===== src/design/lsp_top_unused_placeholder.sv =====
// intentionally empty compile unit
`default_nettype none
`default_nettype wire


===== src/design/lsp_pkg.sv =====
// constants for the length decoded serial load port
// Overview of operation
// - msb first, sample data on clock rise
// - eight bit frame loads configuration byte
// - sixteen bit frame loads reference first buffer
// - twenty-four bit frame loads loop divider
// - targets hold until select ends frame
// - low thirteen reference bits double buffered
// - top three reference bits act immediately
// - loop load also copies reference buffer
// - clockless select pulse copies reference buffer
// - no address bits, length picks target
// - registers writable in any order
// - select rising edge transfers shifted bits
// - select high ignores clocks, port idle
// - serial out on falling edges, default
`default_nettype none

package lsp_pkg;
    // **********************************************
    // frame lengths and field layout
    // **********************************************
    localparam int SHIFT_W = 24;
    localparam int CNT_W = 6;
    localparam logic [5:0] LEN_NONE = 6'h00;
    localparam logic [5:0] LEN_CFG = 6'h08;
    localparam logic [5:0] LEN_REF = 6'h10;
    localparam logic [5:0] LEN_LOOP = 6'h18;
    localparam int CFG_W = 8;
    localparam int REF_LOW_W = 13;
    localparam int REF_HIGH_W = 3;
    localparam int REF_HIGH_LSB = 13;
    localparam int AUX_MODE_LSB = 22;
    localparam int CFG_PORT_BIT = 1;
    // **********************************************
    // auxiliary output modes
    // **********************************************
    localparam logic [1:0] AUX_PORT = 2'h0;
    localparam logic [1:0] AUX_DATA_OUT = 2'h1;
    // **********************************************
    // values after reset
    // **********************************************
    localparam logic [7:0] CFG_RESET = 8'h00;
    localparam logic [12:0] REF_LOW_RESET = 13'h0000;
    localparam logic [2:0] REF_HIGH_RESET = 3'h0;
    // data out mode selected so cascaded parts pass bits on
    localparam logic [23:0] LOOP_RESET = 24'h400000;
endpackage

`default_nettype wire


===== src/design/lsp_shifter.sv =====
// serial shift register with saturating bit counter
`default_nettype none

module lsp_shifter #(
    parameter int WIDTH = 24,
    parameter int CNT_W = 6
) (
    // clock and reset
    input wire logic clock_in,
    input wire logic reset_in,
    // control
    input wire logic clear_in,
    input wire logic shift_in,
    input wire logic bit_in,
    // state
    output logic [WIDTH-1:0] data_out,
    output logic [CNT_W-1:0] count_out
);
    localparam logic [CNT_W-1:0] CNT_MAX = {CNT_W{1'b1}};

    // shift keeps running past the width: only the last bits count
    always_ff @(posedge clock_in) begin
        if (reset_in) begin
            data_out <= '0;
        end else if (shift_in) begin
            data_out <= {data_out[WIDTH-2:0], bit_in};
        end
    end

    // counter saturates so long frames never alias short ones
    always_ff @(posedge clock_in) begin
        if (reset_in || clear_in) begin
            count_out <= '0;
        end else if (shift_in && count_out != CNT_MAX) begin
            count_out <= count_out + 1'b1;
        end
    end
endmodule // lsp_shifter

`default_nettype wire


===== src/design/lsp_sync.sv =====
// two flip-flop synchroniser for one pin level
`default_nettype none

module lsp_sync #(
    parameter logic RESET_VAL = 1'b0
) (
    // clock and reset
    input wire logic clock_in,
    input wire logic reset_in,
    // pin and its synchronised level
    input wire logic pin_in,
    output logic level_out
);
    logic meta_r;

    // first stage feeds only the second stage
    always_ff @(posedge clock_in) begin
        if (reset_in) begin
            meta_r <= RESET_VAL;
            level_out <= RESET_VAL;
        end else begin
            meta_r <= pin_in;
            level_out <= meta_r;
        end
    end
endmodule // lsp_sync

`default_nettype wire


===== src/design/lsp_top.sv =====
// length decoded serial load port of the synthesizer
`default_nettype none

module lsp_top (
    // clock and reset
    input wire logic clock_in,
    input wire logic reset_in,
    // serial pins from the host
    input wire logic serial_clock_in,
    input wire logic serial_data_in,
    input wire logic port_select_n_in,
    // loaded words
    output logic [7:0] config_byte_out,
    output logic [2:0] ref_mode_out,
    output logic [12:0] ref_counter_out,
    output logic [23:0] loop_divider_out,
    output logic counters_reload_out,
    // auxiliary output
    output logic aux_out
);

    // **********************************************
    // pin synchronisers
    // **********************************************

    logic sck_s;
    logic din_s;
    logic sel_n_s;

    lsp_sync #(
        .RESET_VAL(1'b0)
    ) u_sync_sck (
        .clock_in(clock_in),
        .reset_in(reset_in),
        .pin_in(serial_clock_in),
        .level_out(sck_s)
    );

    lsp_sync #(
        .RESET_VAL(1'b0)
    ) u_sync_din (
        .clock_in(clock_in),
        .reset_in(reset_in),
        .pin_in(serial_data_in),
        .level_out(din_s)
    );

    // select idles high, so it resets high
    lsp_sync #(
        .RESET_VAL(1'b1)
    ) u_sync_sel (
        .clock_in(clock_in),
        .reset_in(reset_in),
        .pin_in(port_select_n_in),
        .level_out(sel_n_s)
    );

    // **********************************************
    // edge detection
    // **********************************************

    logic sck_d_r;
    logic sel_n_d_r;

    // previous levels, read only after synchronisation
    always_ff @(posedge clock_in) begin
        if (reset_in) begin
            sck_d_r <= 1'b0;
            sel_n_d_r <= 1'b1;
        end else begin
            sck_d_r <= sck_s;
            sel_n_d_r <= sel_n_s;
        end
    end

    wire sel_low = ~sel_n_s;
    wire sck_rise = sck_s & ~sck_d_r & sel_low;
    wire sck_fall = ~sck_s & sck_d_r & sel_low;
    wire frame_end = sel_n_s & ~sel_n_d_r;

    // **********************************************
    // shift register and bit counter
    // **********************************************

    logic [23:0] shift_data;
    logic [5:0] bit_count;

    // data was synchronised alongside the clock, so the
    // sample taken with the rise still meets hold
    lsp_shifter #(
        .WIDTH(lsp_pkg::SHIFT_W),
        .CNT_W(lsp_pkg::CNT_W)
    ) u_shifter (
        .clock_in(clock_in),
        .reset_in(reset_in),
        .clear_in(sel_n_s),
        .shift_in(sck_rise),
        .bit_in(din_s),
        .data_out(shift_data),
        .count_out(bit_count)
    );

    // **********************************************
    // length decode
    // **********************************************

    // the count alone picks the target, no address bits
    wire len_cfg = bit_count == lsp_pkg::LEN_CFG;
    wire len_ref = bit_count == lsp_pkg::LEN_REF;
    wire len_loop = bit_count == lsp_pkg::LEN_LOOP;
    wire len_none = bit_count == lsp_pkg::LEN_NONE;

    // each target decodes on its own, any order works
    wire load_cfg = frame_end & len_cfg;
    wire load_ref = frame_end & len_ref;
    wire load_loop = frame_end & len_loop;
    wire copy_ref = frame_end & (len_loop | len_none);

    // **********************************************
    // target registers
    // **********************************************

    logic [12:0] ref_first_r;

    // configuration byte, written only at frame end
    always_ff @(posedge clock_in) begin
        if (reset_in) begin
            config_byte_out <= lsp_pkg::CFG_RESET;
        end else if (load_cfg) begin
            config_byte_out <= shift_data[7:0];
        end
    end

    // first buffer plus the unbuffered mode bits
    always_ff @(posedge clock_in) begin
        if (reset_in) begin
            ref_first_r <= lsp_pkg::REF_LOW_RESET;
            ref_mode_out <= lsp_pkg::REF_HIGH_RESET;
        end else if (load_ref) begin
            ref_first_r <= shift_data[12:0];
            ref_mode_out <= shift_data[15:13];
        end
    end

    // second buffer feeds the reference counter
    always_ff @(posedge clock_in) begin
        if (reset_in) begin
            ref_counter_out <= lsp_pkg::REF_LOW_RESET;
        end else if (copy_ref) begin
            ref_counter_out <= ref_first_r;
        end
    end

    // loop divider word
    always_ff @(posedge clock_in) begin
        if (reset_in) begin
            loop_divider_out <= lsp_pkg::LOOP_RESET;
        end else if (load_loop) begin
            loop_divider_out <= shift_data;
        end
    end

    // one pulse tells the counters that new ratios stand
    always_ff @(posedge clock_in) begin
        if (reset_in) begin
            counters_reload_out <= 1'b0;
        end else begin
            counters_reload_out <= copy_ref;
        end
    end

    // **********************************************
    // auxiliary output
    // **********************************************

    wire [1:0] aux_mode = loop_divider_out[23:22];
    wire aux_data_mode = aux_mode == lsp_pkg::AUX_DATA_OUT;
    wire aux_port_mode = aux_mode == lsp_pkg::AUX_PORT;
    wire port_bit = config_byte_out[lsp_pkg::CFG_PORT_BIT];

    // divider monitor modes are not modelled here and read low
    always_ff @(posedge clock_in) begin
        if (reset_in) begin
            aux_out <= 1'b0;
        end else if (aux_data_mode) begin
            if (sck_fall) begin
                aux_out <= shift_data[23];
            end
        end else if (aux_port_mode) begin
            aux_out <= port_bit;
        end else begin
            aux_out <= 1'b0;
        end
    end
endmodule // lsp_top

`default_nettype wire


===== config.mk =====
export PLATFORM = sky130hd
export DESIGN_NAME = lsp_top
export DESIGN_NICKNAME = d
export VERILOG_FILES = /design/src/design/lsp_top_unused_placeholder.sv /design/src/design/lsp_pkg.sv /design/src/design/lsp_shifter.sv /design/src/design/lsp_sync.sv /design/src/design/lsp_top.sv
export SDC_FILE = /design/constraint.sdc
export NUM_CORES = 1
export LEC_CHECK = 0
export BUFFER_PORTS_ARGS = -buffer_cell sky130_fd_sc_hd__buf_4
export CORE_UTILIZATION = 41
export DETAILED_ROUTE_END_ITERATION = 12
export GPL_TIMING_DRIVEN = 0
export PLACE_DENSITY = 0.68
export SETUP_SLACK_MARGIN = 0.02
export SLEW_MARGIN = 10
export SYNTH_ARGS = -nofsm -noshare
export SYNTH_HDL_FRONTEND = slang
export SYNTH_SLANG_ARGS = --single-unit

===== constraint.sdc =====
create_clock -name clock_in -period 3.78 [get_ports clock_in]
set_input_delay 0.756 -clock clock_in [delete_from_list [all_inputs] [get_ports clock_in]]
set_output_delay 0.756 -clock clock_in [all_outputs]
set_load 0.01 [all_outputs]

# Word-level counts from Yosys, hierarchy flattened

Index checks and enable logic that the tools add are counted.
Widths: inputs -> output; s select.

Bits in latches: 0
Input bits: 5
Logic and storage cells: 45
RAM bits: 0
Register bits after elaboration: 101
Memory bits (read-only): 0
Output and inout bits: 50
Memories: 0

Muxes and demuxes: 3
Bitwise logic cells: 14
Shift-type cells: 0
Magnitude comparators: 0
Reduce and logical (&&, ||, !) cells: 4
Eq/ne operators: 6
Multiply operators: 0
Div/mod/pow operators: 0
$add $sub $neg: 1

Operators with widths:

| cell                | count |
|---|---|
| $eq 6x5->1 const B  | 2 |
| $and 1x1->1         | 9 |
| $add 6x1->6 const B | 1 |
| $eq 6x4->1 const B  | 1 |
| $logic_not 6->1     | 1 |
| $ne 6x6->1 const B  | 1 |
| $not 1->1           | 4 |
| $mux 1              | 3 |
| $eq 2x1->1 const B  | 1 |
| $logic_not 2->1     | 1 |
| $ne 2x2->1 const B  | 1 |
| $logic_and 1x1->1   | 1 |
| $logic_or 1x1->1    | 1 |
| $or 1x1->1          | 1 |

# Logic depth before layout (Yosys ltp)

Gate-level depths: netlist (run 1).

Depth in word-level cells: 5
Gate-level depth with buffers: 7
Depth with buffers taken out: 5

# By module

From an unflattened synthesis (run 1), not the netlist that was laid out.

Cells, all modules: 416
Area, all modules: 3946.3 sq um

Modules (own cells, without submodules):

| module      | times used | cells an instance | area each (sq um) | sequential area each (sq um) |
|---|---|---|---|---|
| lsp_top     | 1          | 296               | 2652.5            | 1301.2 |
| lsp_shifter | 1          | 108               | 1136.1            | 600.6 |
| lsp_sync    | 3          | 4                 | 52.6              | 40.0 |

# Worst setup path before layout (run 1)

Ideal clock, no wire load.

Path type: in2reg
Start: in reset_in
End: reg counters_reload_out
Setup time: 0.128 ns
Buffers on the path: 3
Required time: 3.652 ns
Path slack: 2.043 ns
Arrival time: 1.609 ns
Cell stages on the path: 4
Path through: clkbuf_1 -> clkbuf_1 -> clkbuf_1 -> nor2_1

RTL lines:

| element              | RTL line       | source |
|---|---|---|
| start, declared      | lsp_top.sv:7   | `input wire logic reset_in,` |
| end signal, assigned | lsp_top.sv:168 | `counters_reload_out <= copy_ref;` |
| end, declared        | lsp_top.sv:17  | `output logic counters_reload_out,` |

No word-level cell between the ends.

# Final worst setup path (run 1)

Start: reg u_shifter.count_out[0]
End: reg loop_divider_out[17]

Cells in the longest elaborated chain, start to end: 2

Ends and longest elaborated chain:

| element                | RTL line          | source |
|---|---|---|
| start, declared        | lsp_shifter.sv:17 | `output logic [CNT_W-1:0] count_out` |
| start signal, assigned | lsp_shifter.sv:35 | `count_out <= count_out + 1'b1;` |
| $eq 6x5->1             | lsp_top.sv:110    | `wire len_loop = bit_count == lsp_pkg::LEN_LOOP;` |
| $and 1x1->1            | lsp_top.sv:116    | `wire load_loop = frame_end & len_loop;` |
| end signal, assigned   | lsp_top.sv:157    | `loop_divider_out <= lsp_pkg::LOOP_RESET;` |
| end signal, assigned   | lsp_top.sv:159    | `loop_divider_out <= shift_data;` |
| end, declared          | lsp_top.sv:16     | `output logic [23:0] loop_divider_out,` |

No other way between the ends.
A chain may end at the register's enable or synchronous reset.

==> flow_summary.yaml, run 1 <==
worst_setup_path:
  required_ns: 4.09
  endpoint_kind: "flop"
  start_kind: "flop"
  path_class: "flop to flop"
  cp_max_fo: 10
  arrival_ns: 2.13
global_route:
  gr-usage-all-layers: 0.1748
  grt_pass1_wl_mm: 13.58
  grt_pass1_vias: 2744
  grt-ovfl-total: 0
  grt_start_max_net_pins: 19
  antenna_found_initial: 0
sta:
  max_freq_mhz: 550.7
  drv_slew: 0
  whs_ns: 0.4292
  tightest_slew_ns: 0.6614
  rsz0062_at_grt: "no"
  setup_viol: 0
  skew_ns: 0.01622
  hold_viol: 0
  period_share: 0.4804
  slew_headroom: 0.5571
  setup_tns_ns: 0
  period_minus_slack_ns: 1.816
die:
  dieHeight_um: 100.3
  rows: 35
  initial_core_util: 0.4271
  die_w_um: 100.3
  ios: 55
  die_area_mm2: 0.01007
  core_mm2: 0.009284
cells_and_area:
  syn_to_final_growth_pct: 18.62
  drive_gt1_frac: 0.1799
  layout.nets: 469
  seqCellArea_mm2: 0.002022
  antenna_cells: 0
  multi_input_area_mm2: 0.001807
  num-fill-cells: 901
  layout_commonest_cell: "dfxtp_1"
  layout_common_cells: "101 x dfxtp_1, 83 x nand2b_1, 64 x mux2i_1"
  utilization: 0.5066
cts:
  cts_made_buffers: 9
  cts_setup_buffers: 0
  clock_latency_ns: 0.37
  numClockSinks: 101
  clkTransAtPathRegs_ns: 0.11
  tritoncts: "built"
  cts.root.buffer_cell: "clkbuf_8"
  h-tree-depth: 3
  ctsHoldBuffers: 0
  cts_resized: 0
  cts_max_path_buffers: 2
logic_synthesis:
  ys_types: 37
  synth-seq-cells: 101
  synth_fp_nets: 405
  postSynthAreaPerCell_um2: 9.962
  async_flop_share: 0
  yosysWarnings: 0
  seq_area_frac_synth: 0.5099
  synth_cells: 398
  ys.flop_type: "dfxtp_1"
  synth_edf_count: 0
  synth_area_mm2: 0.003965
outcome:
  status: "complete, no violations"
route:
  final_antenna_net_count: 0
  wl_met3_um: 296
  routedWlPerCell_um: 13.78
  drt-met1-wl_mm: 4.117
  drtPass1Iterations: 4
  dr_total_vias: 2807
  first_iter_violations: 156
  drcViolationCount: 0
  route.met2.wl_mm: 3.718
  wl_mm: 8.212
  top_layer: "met4"
  via_per_inst: 4.710
power_and_ir_drop:
  peakVddDrop_mv: 0.1707
  power_density_mw_per_mm2: 375.9
  p_total_w: 0.001768
  leakagePower_nw: 1.823
place:
  io_buffers: 53
  place_hpwl_mm: 5.741
  gp_congestion: 0.8702
job:
  cap_violations: 0
hold_path:
  min_path_type: "flop to flop"
==> critical path: stages, from the launching register on <==
cell and delay, ns:
dfxtp_1 0.35, inv_1 0.08, ha_1 0.16, and4bb_4 0.28, nor3b_1 0.18, buf_2 0.25, buf_4 0.26, mux2i_1 0.21
==> cells by family (layout without fill, tap and decap cells) <==
kind of cell             Yosys count  count (layout)  synth area share
AND/OR/NAND/NOR                  165             165            0.2367
flip-flops                       101             101            0.5099
multiplexers                      64              64            0.1616
AO/OA/AOI/OAI                     33              33           0.04891
buffers and inverters             32             101           0.03439
adder cells (fa/ha/maj)            2               2          0.006310
XOR/XNOR                           1               1          0.002209
==> cell type report <==
class | count | area share
multi-input combinational | 265 | 0.3841
timing repair buffer | 53 | 0.08460
sequential | 101 | 0.4299
clock inverter | 6 | 0.01091
inverter | 4 | 0.003192
tap | 129 | 0.03432
buffer | 28 | 0.02580
clock buffer | 10 | 0.02713
==> sequential cells by signal, indices dropped and copies added, names as in the netlist, 3 cells and up <==
name / cells
u_shifter.data_out: 24
ref_first_r: 13
u_shifter.count_out: 6
ref_mode_out: 3
loop_divider_out: 24
config_byte_out: 8
ref_counter_out: 13
==> through the flow <==
step                      setup WS (ns)  std cells  cell area (µm²)
after floorplan                   2.043        398             3965
after global placement            1.585        580             4524
after detailed placement          1.610        580             4524
after CTS                         1.948        596             4703
after global routing              1.791        596             4703
final                             1.964        596             4703
==> power by group <==
part / total, W / leakage (nW) / switching, W / internal, W
Sequential: 0.00107 / 0.815 / 0.00000166 / 0.00107
Combinational: 0.0000490 / 0.920 / 0.0000263 / 0.0000227
Clock: 0.000650 / 0.0883 / 0.000399 / 0.000251
Total: 0.00177 / 1.82 / 0.000427 / 0.00134
==> Yosys cell counts (2+ instances only) <==
library cell  number  share of area
a211oi_1           2         0.0038
a21oi_1           26          0.033
buf_2              7         0.0088
buf_4              2         0.0038
clkbuf_1          18          0.017
dfxtp_1          101           0.51
ha_1               2         0.0063
inv_1              4         0.0038
mux2i_1           64           0.16
nand2_1           53          0.050
nand2b_1          83           0.13
nor2_1             5         0.0047
nor2b_1            5         0.0079
nor3b_1            2         0.0038
or2_2              2         0.0032
==> final timing paths <==
path / start / slack, ns / depth (start not counted) / endpoint
hold reg to reg: u_sync_sel.meta_r / 0.43 / 1 / u_sync_sel.level_out
hold / removal: u_sync_sel.meta_r / 0.43 / 1 / u_sync_sel.level_out
setup reg to reg: u_shifter.count_out[0] / 1.96 / 7 / loop_divider_out[17]
setup / recovery: u_shifter.count_out[0] / 1.96 / 7 / loop_divider_out[17]
==> routing by layer <==
metal,GRT usage,up-vias
li1,-,1436
met1,0.2344,1307
met2,0.2777,56
met3,0.03273,8
met4,0.07023,0
met5,0,-
Power figures use the tool's default switching activity.
==> inputs of run 2 (changes only) <==
==> constraint.sdc (replaced) <==
create_clock -name clock_in -period 1.9 [get_ports clock_in]
set_input_delay 0.38 -clock clock_in [delete_from_list [all_inputs] [get_ports clock_in]]
set_output_delay 0.38 -clock clock_in [all_outputs]
set_load 0.01 [all_outputs]
==> flow_summary.yaml, run 2 (synthesis gave the netlist of run 1 again) <==
outcome:
  status: "complete, no violations"
sta:
  slew_headroom: 0.5600
  setup_tns_ns: 0
  fin_ws_ns: 0.1749
  hold_viol: 0
  drv_slew: 0
  period_minus_slack_ns: 1.725
  setup_viol: 0
  period_share: 0.9080
  skew_ns: 0.01471
  max_freq_mhz: 579.7
  rsz0062_at_grt: "no"
  tightest_slew_ns: 0.6571
die:
  core_mm2: 0.009284
  rows: 35
  ios: 55
  die_w_um: 100.3
  initial_core_util: 0.4271
  dieHeight_um: 100.3
  die_area_mm2: 0.01007
worst_setup_path:
  endpoint_kind: "flop"
  required_ns: 2.16
  path_class: "flop to flop"
  cpLargestDelayFamily: "simple AND/OR/NAND/NOR gates"
  start_kind: "flop"
  cp_max_fo: 7
  crit_start: "u_shifter.count_out[0]"
  timing.rr.start: "u_shifter.count_out[0]"
  critical_path_buf_inv_count: 2
  slowest_delay_ns: 0.45
  path_cells: "inv_1 > ha_1 > and4bb_4 > or4b_1 > buf_2 > mux2i_1"
  arrival_ns: 1.99
  slowest_stage: "or4b_1"
place:
  io_buffers: 53
  place_hpwl_mm: 5.741
  gp_congestion: 0.8702
  post-place-ws_ns: 0.08585
power_and_ir_drop:
  power_density_mw_per_mm2: 745.1
  peakVddDrop_mv: 0.3388
  leakagePower_nw: 1.830
route:
  dr_total_vias: 2801
  final_antenna_net_count: 0
  drtPass1Iterations: 4
  first_iter_violations: 150
  routedWlPerCell_um: 13.75
  drcViolationCount: 0
  via_per_inst: 4.692
  wl_mm: 8.206
cts:
  cts_made_buffers: 9
  clock_latency_ns: 0.37
  clkTransAtPathRegs_ns: 0.09
  h-tree-depth: 3
  cts.root.buffer_cell: "clkbuf_8"
  tritoncts: "built"
  numClockSinks: 101
  cts_max_path_buffers: 2
  ctsHoldBuffers: 0
job:
  cap_violations: 0
cells_and_area:
  drive_gt1_frac: 0.1816
  antenna_cells: 0
  layout_commonest_cell: "dfxtp_1"
  num-fill-cells: 899
  layout.nets: 470
  largest_registers: "loop_divider_out: 24 flops, u_shifter.data_out: 24 flops"
  layout_common_cells: "101 x dfxtp_1, 83 x nand2b_1, 64 x mux2i_1"
  utilization: 0.5085
  syn_to_final_growth_pct: 19.06
hold_path:
  min_path_type: "input port to flop"
  min-delay-start: "port_select_n_in"
global_route:
  grt-ovfl-total: 0
  grt_start_max_net_pins: 19
  grt_pass1_wl_mm: 13.58
  gr-usage-all-layers: 0.1748
  grt_pass1_vias: 2744
  antenna_found_initial: 0
==> run 2: cell count changes in the layout (fill, tap and decap cells not counted), sizes merged <==
cell / change
buf: +1
==> run 2: worst paths after layout <==
| check | to | slack, ns | cells past startpoint |
|---|---|---|---|
| setup / recovery | ref_first_r[12] | 0.17 | 6 |
| hold reg to reg | u_sync_sel.level_out | 0.43 | 1 |
| hold / removal | u_sync_sel.meta_r | 0.19 | 2 |
| setup reg to reg | ref_first_r[12] | 0.17 | 6 |
==> run 2: cell type report <==
class,instances,area [µm²],area share
Multi-Input combinational cell,265,1807,0.3827
Inverter,4,15.01,0.003180
Clock inverter,6,51.30,0.01087
Buffer,28,131.4,0.02783
Tap cell,129,161.4,0.03419
Timing Repair Buffer,54,405.4,0.08587
Clock buffer,10,127.6,0.02703
Sequential cell,101,2022,0.4283
==> run 2: what timing repair did <==
action	in CTS	in global routing
setup buffers	0	1
resized for setup	0	4
setup endpoints to repair	0	20
==> run 2: where the power goes <==
group,internal [W],leakage [nW],switching (W)
Sequential,0.00212,0.815,0.00000327
Combinational,0.0000452,0.927,0.0000520
Clock,0.000499,0.0883,0.000795
Total,0.00267,1.83,0.000851
==> run 2: per-stage QoR <==
stage	std cells	area (µm²)	hold slack (ns)	power, W
floorplan	398	3965	0.3895	0.002243
global placement	580	4524	0.3928	0.002273
detailed placement	580	4524	0.4044	0.002274
CTS	596	4703	0.1893	0.003536
global route	597	4721	0.1820	0.003655
finish	597	4721	0.1942	0.003518
==> run 2: per-layer routing <==
metal / part of all wire / global-route usage / vias to the layer above / wire length, µm
met1: 0.50 / 0.2344 / 1298 / 4093
met4: 0.015 / 0.07023 / 0 / 122
met2: 0.45 / 0.2777 / 53 / 3726
li1: - / - / 1438 / -
met5: 0 / 0 / - / 0
met3: 0.032 / 0.03273 / 12 / 264
